**src/shared/ssc_defines.vh**
```
`ifndef SSC_DEFINES_VH
`define SSC_DEFINES_VH

// register offsets inside one channel window (byte address bits [4:0])
`define SSC_OFS_MODE 5'h00
`define SSC_OFS_ACTION 5'h04
`define SSC_OFS_SELECT 5'h08
`define SSC_OFS_FILT 5'h0c
`define SSC_OFS_LOW 5'h10
`define SSC_OFS_HIGH 5'h14
`define SSC_OFS_HYST 5'h18
`define SSC_OFS_STATUS 5'h1c
// channel windows sit at 0x00 and 0x20, the shared page at 0x40
`define SSC_PAGE_SHARED 3'h2
`define SSC_OFS_CODE0 5'h00
`define SSC_OFS_CODE1 5'h04
`define SSC_OFS_FILTERED0 5'h08
`define SSC_OFS_FILTERED1 5'h0c

// comparison modes
`define SSC_MODE_OFF 3'h0
`define SSC_MODE_LOW 3'h1
`define SSC_MODE_HIGH 3'h2
`define SSC_MODE_ABS_LOW 3'h3
`define SSC_MODE_ABS_HIGH 3'h4
`define SSC_MODE_BOTH 3'h5
`define SSC_MODE_ABS_BOTH 3'h6
`define SSC_MODE_HYST 3'h7

// actions
`define SSC_ACT_NONE 2'h0
`define SSC_ACT_WARN 2'h1
`define SSC_ACT_FAULT 2'h2
`define SSC_ACT_FAULT_RUN 2'h3

// reset values
`define SSC_RST_MODE 3'h0
`define SSC_RST_ACTION 2'h0
`define SSC_RST_SELECT 4'h0
`define SSC_RST_FILT 15'h0000
`define SSC_RST_LIMIT 32'h00000000
`define SSC_RST_HYST 32'h00000000

// filter time in ms (1000 counts per second), upper bound 30.000 s
`define SSC_FILT_MAX_MS 15'h7530
// hysteresis upper bound 100000.00 in hundredths
`define SSC_HYST_MAX 32'h00989680

// event codes: {fault code, warning code}
`define SSC_CODE_CH0 32'h80b3a8b3
`define SSC_CODE_CH1 32'h80b4a8b4

// divide steps run 0..last, one quotient bit each
`define SSC_DIV_LAST 6'h2f

`endif

```
**src/logic/ssc_supervisor.v**
```verilog
// The Avalon-MM interface to the registers and the address map were left to the implementer.
`timescale 1ns/1ps
`include "ssc_defines.vh"

module ssc_supervisor #(
  parameter NSRC = 4
) (
  input wire core_clk_in,
  input wire rst_in,
  input wire [7:0] avs_address_in,
  input wire avs_read_in,
  input wire avs_write_in,
  input wire [31:0] avs_writedata_in,
  input wire [3:0] avs_byteenable_in,
  output reg [31:0] avs_readdata_out,
  output reg avs_waitrequest_out,
  input wire sample_in,
  input wire motor_running_in,
  input wire [NSRC*32-1:0] signal_in,
  output reg [1:0] cond_out,
  output reg [1:0] warn_out,
  output reg [1:0] fault_out,
  output reg fault_common_out
);

  // filter sequencer phases
  localparam PH_IDLE = 2'h0;
  localparam PH_DIV = 2'h1;
  localparam PH_QUOT = 2'h2;
  localparam PH_EVAL = 2'h3;

  ////////////////////////////////////////////////////////////////////////////
  function [31:0] merge_be;
    input [31:0] old;
    input [31:0] data;
    input [3:0] be;
    integer b;
    begin
      merge_be = old;
      for (b = 0; b < 4; b = b + 1) begin
        if (be[b]) begin
          merge_be[b*8 +: 8] = data[b*8 +: 8];
        end
      end
    end
  endfunction

  function [33:0] mag34;
    input [33:0] v;
    begin
      mag34 = v[33] ? (~v + 34'h000000001) : v;
    end
  endfunction

  // signed compares on 34-bit copies, so limits at the extremes cannot wrap
  function lt34;
    input [33:0] a;
    input [33:0] b;
    begin
      lt34 = $signed(a) < $signed(b);
    end
  endfunction

  function gt34;
    input [33:0] a;
    input [33:0] b;
    begin
      gt34 = $signed(a) > $signed(b);
    end
  endfunction

  ////////////////////////////////////////////////////////////////////////////
  // bus slave: one wait cycle, write lands on the edge waitrequest is seen low
  wire wr_commit;
  reg [31:0] next_readdata;

  reg [2:0] mode [0:1];
  reg [1:0] action [0:1];
  reg [3:0] select [0:1];
  reg [14:0] filt [0:1];
  reg [31:0] low_lim [0:1];
  reg [31:0] high_lim [0:1];
  reg [31:0] hyst [0:1];
  reg [31:0] filtered [0:1];

  assign wr_commit = avs_write_in & ~avs_waitrequest_out;

  // read data loaded on the taking edge, so it stands when waitrequest drops
  always @(posedge core_clk_in) begin
    if (rst_in) begin
      avs_waitrequest_out <= 1'b1;
      avs_readdata_out <= 32'h00000000;
    end else if (avs_waitrequest_out && (avs_read_in || avs_write_in)) begin
      avs_waitrequest_out <= 1'b0;
      avs_readdata_out <= avs_read_in ? next_readdata : 32'h00000000;
    end else begin
      avs_waitrequest_out <= 1'b1;
    end
  end

  always @* begin
    next_readdata = 32'h00000000;
    if (avs_address_in[7:5] < 3'h2) begin
      case (avs_address_in[4:0])
        `SSC_OFS_MODE: next_readdata = {29'h0, mode[avs_address_in[5]]};
        `SSC_OFS_ACTION: next_readdata = {30'h0, action[avs_address_in[5]]};
        `SSC_OFS_SELECT: next_readdata = {28'h0, select[avs_address_in[5]]};
        `SSC_OFS_FILT: next_readdata = {17'h0, filt[avs_address_in[5]]};
        `SSC_OFS_LOW: next_readdata = low_lim[avs_address_in[5]];
        `SSC_OFS_HIGH: next_readdata = high_lim[avs_address_in[5]];
        `SSC_OFS_HYST: next_readdata = hyst[avs_address_in[5]];
        `SSC_OFS_STATUS: begin
          next_readdata = {29'h0, fault_out[avs_address_in[5]],
                           warn_out[avs_address_in[5]], cond_out[avs_address_in[5]]};
        end
        default: next_readdata = 32'h00000000;
      endcase
    end else if (avs_address_in[7:5] == `SSC_PAGE_SHARED) begin
      case (avs_address_in[4:0])
        `SSC_OFS_CODE0: next_readdata = `SSC_CODE_CH0;
        `SSC_OFS_CODE1: next_readdata = `SSC_CODE_CH1;
        `SSC_OFS_FILTERED0: next_readdata = filtered[0];
        `SSC_OFS_FILTERED1: next_readdata = filtered[1];
        default: next_readdata = 32'h00000000;
      endcase
    end
  end

  ////////////////////////////////////////////////////////////////////////////
  wire [1:0] run_fault_req;

  always @(posedge core_clk_in) begin
    if (rst_in) begin
      fault_common_out <= 1'b0;
    end else begin
      fault_common_out <= |run_fault_req;
    end
  end

  genvar g;
  generate
    for (g = 0; g < 2; g = g + 1) begin : chan
      wire hit;
      wire [31:0] wm;
      reg [31:0] src;
      reg [1:0] phase;
      reg [47:0] acc;
      reg [47:0] num;
      reg [16:0] rem;
      reg [5:0] cnt;
      reg neg;
      reg hyst_set;
      reg [47:0] next_acc;
      reg [16:0] rem_shift;
      reg [33:0] ys, lo, hi, ay, alo, ahi, up_th, dn_th;
      reg next_hyst;
      reg next_cond;
      wire [16:0] divisor;

      assign hit = wr_commit && (avs_address_in[7:5] == g);
      assign wm = merge_be(32'h00000000, avs_writedata_in, avs_byteenable_in);
      assign divisor = {2'b00, filt[g]} + 17'h00001;
      assign run_fault_req[g] = cond_out[g] && (action[g] == `SSC_ACT_FAULT_RUN)
                                && motor_running_in;

      // registers take the lanes enabled and keep the others; the filter time takes disabled lanes as zero
      always @(posedge core_clk_in) begin
        if (rst_in) begin
          mode[g] <= `SSC_RST_MODE;
          action[g] <= `SSC_RST_ACTION;
          select[g] <= `SSC_RST_SELECT;
          filt[g] <= `SSC_RST_FILT;
          low_lim[g] <= `SSC_RST_LIMIT;
          high_lim[g] <= `SSC_RST_LIMIT;
          hyst[g] <= `SSC_RST_HYST;
        end else if (hit) begin
          case (avs_address_in[4:0])
            `SSC_OFS_MODE: begin
              if (avs_byteenable_in[0]) mode[g] <= wm[2:0];
            end
            `SSC_OFS_ACTION: begin
              if (avs_byteenable_in[0]) action[g] <= wm[1:0];
            end
            `SSC_OFS_SELECT: begin
              if (avs_byteenable_in[0]) select[g] <= wm[3:0];
            end
            `SSC_OFS_FILT: begin
              // out-of-range times clamp to the 30 s ceiling
              if (wm[31:15] != 17'h0 || wm[14:0] > `SSC_FILT_MAX_MS) begin
                filt[g] <= `SSC_FILT_MAX_MS;
              end else begin
                filt[g] <= wm[14:0];
              end
            end
            `SSC_OFS_LOW: low_lim[g] <= merge_be(low_lim[g], avs_writedata_in,
                                                 avs_byteenable_in);
            `SSC_OFS_HIGH: high_lim[g] <= merge_be(high_lim[g], avs_writedata_in,
                                                   avs_byteenable_in);
            `SSC_OFS_HYST: begin
              // negative or oversize ranges clamp, keeping the band sane
              if (merge_be(hyst[g], avs_writedata_in, avs_byteenable_in)
                  > `SSC_HYST_MAX) begin
                hyst[g] <= `SSC_HYST_MAX;
              end else begin
                hyst[g] <= merge_be(hyst[g], avs_writedata_in, avs_byteenable_in);
              end
            end
            default: begin
            end
          endcase
        end
      end

      integer k;
      always @* begin
        src = 32'h00000000;
        for (k = 0; k < NSRC; k = k + 1) begin
          if (select[g] == k + 1) begin
            src = signal_in[k*32 +: 32];
          end
        end
      end

      always @* begin
        next_acc = acc + {{16{src[31]}}, src} - {{16{filtered[g][31]}}, filtered[g]};
        rem_shift = {rem[15:0], num[47]};
        ys = {{2{filtered[g][31]}}, filtered[g]};
        lo = {{2{low_lim[g][31]}}, low_lim[g]};
        hi = {{2{high_lim[g][31]}}, high_lim[g]};
        ay = mag34(ys);
        alo = mag34(lo);
        ahi = mag34(hi);
        up_th = hi + {3'b000, hyst[g][31:1]};
        dn_th = hi - {3'b000, hyst[g][31:1]};
        next_hyst = hyst_set ? !lt34(ys, dn_th)
                             : gt34(ys, up_th);
        case (mode[g])
          `SSC_MODE_LOW: next_cond = lt34(ys, lo);
          `SSC_MODE_HIGH: next_cond = gt34(ys, hi);
          `SSC_MODE_ABS_LOW: next_cond = ay < alo;
          `SSC_MODE_ABS_HIGH: next_cond = ay > ahi;
          `SSC_MODE_BOTH: begin
            next_cond = lt34(ys, lo) || gt34(ys, hi);
          end
          `SSC_MODE_ABS_BOTH: next_cond = (ay < alo) || (ay > ahi);
          `SSC_MODE_HYST: next_cond = next_hyst;
          default: next_cond = 1'b0;
        endcase
      end

      // filter: acc holds the output scaled by (n+1), so y settles exactly on x
      always @(posedge core_clk_in) begin
        if (rst_in) begin
          phase <= PH_IDLE;
          acc <= 48'h000000000000;
          num <= 48'h000000000000;
          rem <= 17'h00000;
          cnt <= 6'h00;
          neg <= 1'b0;
          hyst_set <= 1'b0;
          filtered[g] <= 32'h00000000;
          cond_out[g] <= 1'b0;
        end else begin
          case (phase)
            PH_IDLE: begin
              // a sample arriving mid-computation is skipped
              if (sample_in) begin
                if (filt[g] == 15'h0000) begin
                  acc <= {{16{src[31]}}, src};
                  filtered[g] <= src;
                  phase <= PH_EVAL;
                end else begin
                  acc <= next_acc;
                  neg <= next_acc[47];
                  num <= next_acc[47] ? (~next_acc + 48'h000000000001) : next_acc;
                  rem <= 17'h00000;
                  cnt <= 6'h00;
                  phase <= PH_DIV;
                end
              end
            end
            PH_DIV: begin
              if (rem_shift >= divisor) begin
                rem <= rem_shift - divisor;
                num <= {num[46:0], 1'b1};
              end else begin
                rem <= rem_shift;
                num <= {num[46:0], 1'b0};
              end
              cnt <= cnt + 6'h01;
              if (cnt == `SSC_DIV_LAST) begin
                phase <= PH_QUOT;
              end
            end
            PH_QUOT: begin
              filtered[g] <= neg ? (~num[31:0] + 32'h00000001) : num[31:0];
              phase <= PH_EVAL;
            end
            PH_EVAL: begin
              hyst_set <= (mode[g] == `SSC_MODE_HYST) ? next_hyst : 1'b0;
              cond_out[g] <= next_cond;
              phase <= PH_IDLE;
            end
            default: phase <= PH_IDLE;
          endcase
          // band state forgotten as soon as the mode leaves hysteresis
          if (mode[g] != `SSC_MODE_HYST) begin
            hyst_set <= 1'b0;
          end
          if (mode[g] == `SSC_MODE_OFF) begin
            cond_out[g] <= 1'b0;
          end
        end
      end

      // action only routes the condition; status bit untouched by it
      always @(posedge core_clk_in) begin
        if (rst_in) begin
          warn_out[g] <= 1'b0;
          fault_out[g] <= 1'b0;
        end else begin
          warn_out[g] <= cond_out[g] && (action[g] == `SSC_ACT_WARN);
          fault_out[g] <= cond_out[g] && (action[g] == `SSC_ACT_FAULT);
        end
      end
    end
  endgenerate

endmodule

```
**config.mk**
```make
export PLATFORM = sky130hd
export DESIGN_NAME = ssc_supervisor
export DESIGN_NICKNAME = d
export VERILOG_FILES = /design/src/logic/ssc_supervisor.v
export VERILOG_INCLUDE_DIRS = /design/src /design/src/shared
export SDC_FILE = /design/constraint.sdc
export NUM_CORES = 2
export LEC_CHECK = 0
export BUFFER_PORTS_ARGS = -buffer_cell sky130_fd_sc_hd__buf_2
export CORE_MARGIN = 8
export CORE_UTILIZATION = 50
export CTS_BUF_LIST = sky130_fd_sc_hd__clkbuf_2 sky130_fd_sc_hd__clkbuf_4 sky130_fd_sc_hd__clkbuf_8
export CTS_CLUSTER_DIAMETER = 30
export DETAILED_ROUTE_END_ITERATION = 12
export PLACE_DENSITY = 0.69
export SKIP_CTS_REPAIR_TIMING = 1
export SYNTH_ARGS = -nofsm -noshare
export SYNTH_HDL_FRONTEND = slang
export SYNTH_SLANG_ARGS = --single-unit
```
**constraint.sdc**
```tcl
create_clock -name core_clk_in -period 8 [get_ports core_clk_in]
set_input_delay 0.4 -clock core_clk_in [delete_from_list [all_inputs] [get_ports core_clk_in]]
set_output_delay 0.4 -clock core_clk_in [all_outputs]
set_load 0.01 [all_outputs]
```
==> out/qor.csv <==
stage,metric,value,unit
finish,post_layout_nonfiller_instances,9485,
synthesis,synthArstFlopShare,0,
critical_path,reg2regPathDepth,21,
routing,drt_iter0_drcs,7862,
finish,mostFrequentLayoutCells,"sky130_fd_sc_hd__ha_1 (667), sky130_fd_sc_hd__nand2_1 (633), sky130_fd_sc_hd__a21oi_1 (592)",
critical_path,end_kind,flop,
synthesis,syn_inst,7557,
placement,port-buffer-count,217,
clock_network,clkSinkCount,588,
floorplanning,placeableCoreArea,122000,µm²
timing,finalClockSkew,0.0637,ns
critical_path,reg2reg_end,chan[1].num[45]$_SDFFE_PP0P_,
critical_path,path_buf_inv,1,
critical_path,timing.reg2reg.setup_slack,0.61,ns
min_path,hold_class,input port to flop,
global_routing,grt_pass1_vias,58000,
critical_path,path_cells,"nor2_1, and2_1, nand2_1, nor2_1, a21oi_1, a21oi_1, inv_1, fa_1, ha_1, nand2_1, nor2_1, a32oi_1, a211o_1, a2111oi_2, nor2_2, xnor2_1, or4_4, or4_4, o41ai_2, xnor2_1, a2111oi_2",
placement,gp_routability_congestion,1.07,
power_and_ir_drop,power.leakage,0.0286,µW
timing,timing.fmax,135,MHz
timing,rsz0062_at_grt,false,
finish,multi_input_area,43200,µm²
floorplanning,start_util,0.504,
finish,num-fill-cells,11400,
routing,postRouteAntennaNets,0,
clock_network,clock_tree.buffer_depth,3,
timing,min_period_over_period,0.923,
floorplanning,top_level_ports,218,
power_and_ir_drop,power.density_cell_area,376,nW/µm²
synthesis,avgSynthCellArea,8.12,µm²
critical_path,worstSetupStartpoint,select[1][3]$_SDFFCE_PN0P_,
timing,finalSetupViolations,0,
placement,placed_cells,9133,
routing,vias,61700,
finish,areaGrowthSynthToFinish,11.1,%
synthesis,netlist-cell-type-count,125,
min_path,hold_end,chan[1].acc[21]$_SDFFE_PP0P_,
global_routing,overflow,0,
routing,wl,256000,µm
routing,detailedRoute.firstPassIterationCount,8,
floorplanning,rows,128,
timing,post-route-min-period,7.39,ns
clock_network,cts_root_buf,sky130_fd_sc_hd__clkbuf_8,
critical_path,path_delay_family,simple AND/OR/NAND/NOR gates,
global_routing,initial_antenna_violation_count,22,
synthesis,synth_edf_count,304,
min_path,min_path_cells,5,
synthesis,post_synth_instance_area,61300,µm²
critical_path,reg2reg_from,select[1][3]$_SDFFCE_PN0P_,
critical_path,worstPathRequired,8.81,ns
synthesis,synth.ff_latch_count,588,
finish,layout_commonest_cell,sky130_fd_sc_hd__ha_1,
finish,fin_nets,8646,
timing,hold_viol_final,1,
critical_path,critical_path_peak_fanout,23,
clock_network,numCtsBuffers,166,
routing,drt_drc_violations_left,0,
routing,post_drt_wl_per_cell,27.0,µm
finish,register_area,14800,µm²
floorplanning,dieArea,134000,µm²
floorplanning,die_y,366,µm
global_routing,first_pass_grt_wire_length,375000,µm
finish,fraction_of_final_layout_cells_sized_beyond_drive_strength_1,0.100,
timing,final.setup.tns,0,ns
timing,slew_viol_final,0,
synthesis,yosysSeqAreaShare,0.241,
flow_run,max-cap-violations,0,
critical_path,critical_path.most_common_cell,sky130_fd_sc_hd__nor2_1,
clock_network,htreeDepth,4,
placement,place_hpwl,200000,µm
critical_path,setup.worst_path.class,flop to flop,
clock_network,worstSkewPairLatency,0.93,ns
critical_path,critical_path.startpoint_type,flop,
clock_network,clk_pin_slew_worst_paths,0.06,ns
critical_path,cp.arrival,8.19,ns
critical_path,crit_path_top_delay_cell,sky130_fd_sc_hd__and2_1,
timing,max_slew.worst_pin.slew,1.33,ns
global_routing,gr-usage-all-layers,0.362,
critical_path,cpPeakStageDelay,0.78,ns
global_routing,grt_max_degree,105,
floorplanning,dieWidth,366,µm
timing,max_slew_margin,0.108,
outcome,violations_in_the_final_reports,negative hold slack,
synthesis,synthesis.yosys.warnings,0,
power_and_ir_drop,total_power,25600,µW
synthesis,synth_top_flop_cell,sky130_fd_sc_hd__edfxtp_1,
clock_network,tritoncts,yes,
min_path,holdCritStartpoint,signal_in[117],
outcome,status,"complete, but fails checks",
routing,drt-vias-per-instance,6.50,
power_and_ir_drop,irDropWorstVdd,0.270,mV
timing,final.hold.worst_slack,-0.00417,ns
## power by group
part / internal, µW / switching (µW)
Sequential: 3690 / 770
Clock: 3070 / 1880
Combinational: 6020 / 10200
Total: 12800 / 12800
## metal layers
metal  up-vias  part of all wire  track usage
met4        12             0.069        0.209
met1     29300              0.40        0.472
met5         -           0.00055            0
met3       782              0.12        0.110
li1      27900                 -            -
met2      3709              0.41        0.528
## layout make-up
cell class / instances / area share
well taps: 1625 / 0.0298
inverters: 521 / 0.0287
multi-input cells: 6087 / 0.634
diodes: 18 / 0.000661
repair buffers: 336 / 0.0303
clock buffers: 204 / 0.0393
clock inverters: 106 / 0.0197
flip-flops and latches: 588 / 0.217
## state kept, by name, summed over array words and instances (netlist names), 2 cells and up
register and flops:
filt 30, chan.acc 96, chan.cnt 12, fault_out 2, high_lim 64, chan.num 96
action 4, chan.neg 2, chan.phase 4, filtered 64, mode 6, warn_out 2
low_lim 64, cond_out 2, hyst 64, chan.hyst_set 2, select 8, avs_readdata_out 32
chan.rem 32
## synthesized netlist by cell type (all sizes together) (100+ instances only)
master / count / share of area
xnor2: 381 / 0.055
ha: 668 / 0.14
a21o: 194 / 0.024
a21oi: 601 / 0.050
dfxtp: 284 / 0.093
and3: 151 / 0.015
clkbuf: 336 / 0.021
o21ai: 485 / 0.040
edfxtp: 304 / 0.15
nand4: 131 / 0.014
a22oi: 120 / 0.015
nor2: 577 / 0.036
nand2: 635 / 0.039
fa: 100 / 0.033
inv: 520 / 0.032
xor2: 174 / 0.025
o22ai: 112 / 0.011
and2: 115 / 0.012
nand3: 113 / 0.0093
nor3: 148 / 0.012
## logic make-up after synthesis
| logic type | after synthesis | synth area share |
|---|---|---|
| other | 2 | 0.000122 |
| adders and majority gates | 768 | 0.169 |
| AOI/OAI and AO/OA | 2264 | 0.239 |
| muxes | 134 | 0.0234 |
| buffers and inverters | 912 | 0.0586 |
| and+or+nand+nor | 2334 | 0.189 |
| DFF | 588 | 0.241 |
| xor gates and xnor gates | 555 | 0.0796 |
## worst reg2reg max path, cell delays in order, from the launching register on
cell                        delay (ns)
sky130_fd_sc_hd__edfxtp_1         0.45
sky130_fd_sc_hd__nor2_1           0.20
sky130_fd_sc_hd__and2_1           0.78
sky130_fd_sc_hd__nand2_1          0.46
sky130_fd_sc_hd__nor2_1           0.18
sky130_fd_sc_hd__a21oi_1          0.06
sky130_fd_sc_hd__a21oi_1          0.25
sky130_fd_sc_hd__inv_1            0.09
sky130_fd_sc_hd__fa_1             0.44
sky130_fd_sc_hd__ha_1             0.47
sky130_fd_sc_hd__nand2_1          0.18
sky130_fd_sc_hd__nor2_1           0.32
sky130_fd_sc_hd__a32oi_1          0.27
sky130_fd_sc_hd__a211o_1          0.41
sky130_fd_sc_hd__a2111oi_2        0.56
sky130_fd_sc_hd__nor2_2           0.09
sky130_fd_sc_hd__xnor2_1          0.24
sky130_fd_sc_hd__or4_4            0.47
sky130_fd_sc_hd__or4_4            0.60
sky130_fd_sc_hd__o41ai_2          0.26
sky130_fd_sc_hd__xnor2_1          0.13
sky130_fd_sc_hd__a2111oi_2        0.37
## how the worst max path moves through the flow
stage                                    to  slack, ns  cells past startpoint
6_report       chan[1].num[45]$_SDFFE_PP0P_       0.61                     21
5_1_grt        chan[1].num[45]$_SDFFE_PP0P_       0.32                     21
4_1_cts        chan[1].num[45]$_SDFFE_PP0P_       0.77                     21
3_5_place_dp   chan[1].num[45]$_SDFFE_PP0P_       0.78                     21
3_3_place_gp   chan[1].num[45]$_SDFFE_PP0P_       0.97                     21
2_1_floorplan  chan[0].num[46]$_SDFFE_PP0P_       1.74                     21
## metrics by stage
step            util  hold slack [ns]  area, µm²  worst slack [ns]
2_1_floorplan      -            0.432      61500              1.74
3_3_place_gp   0.524            0.441      63800             0.967
3_5_place_dp   0.524            0.453      63800             0.781
4_1_cts        0.557           -0.315      67800             0.771
5_1_grt        0.560          0.00751      68100             0.320
6_report       0.560         -0.00417      68100             0.613
Power figures use the tool's default switching activity.
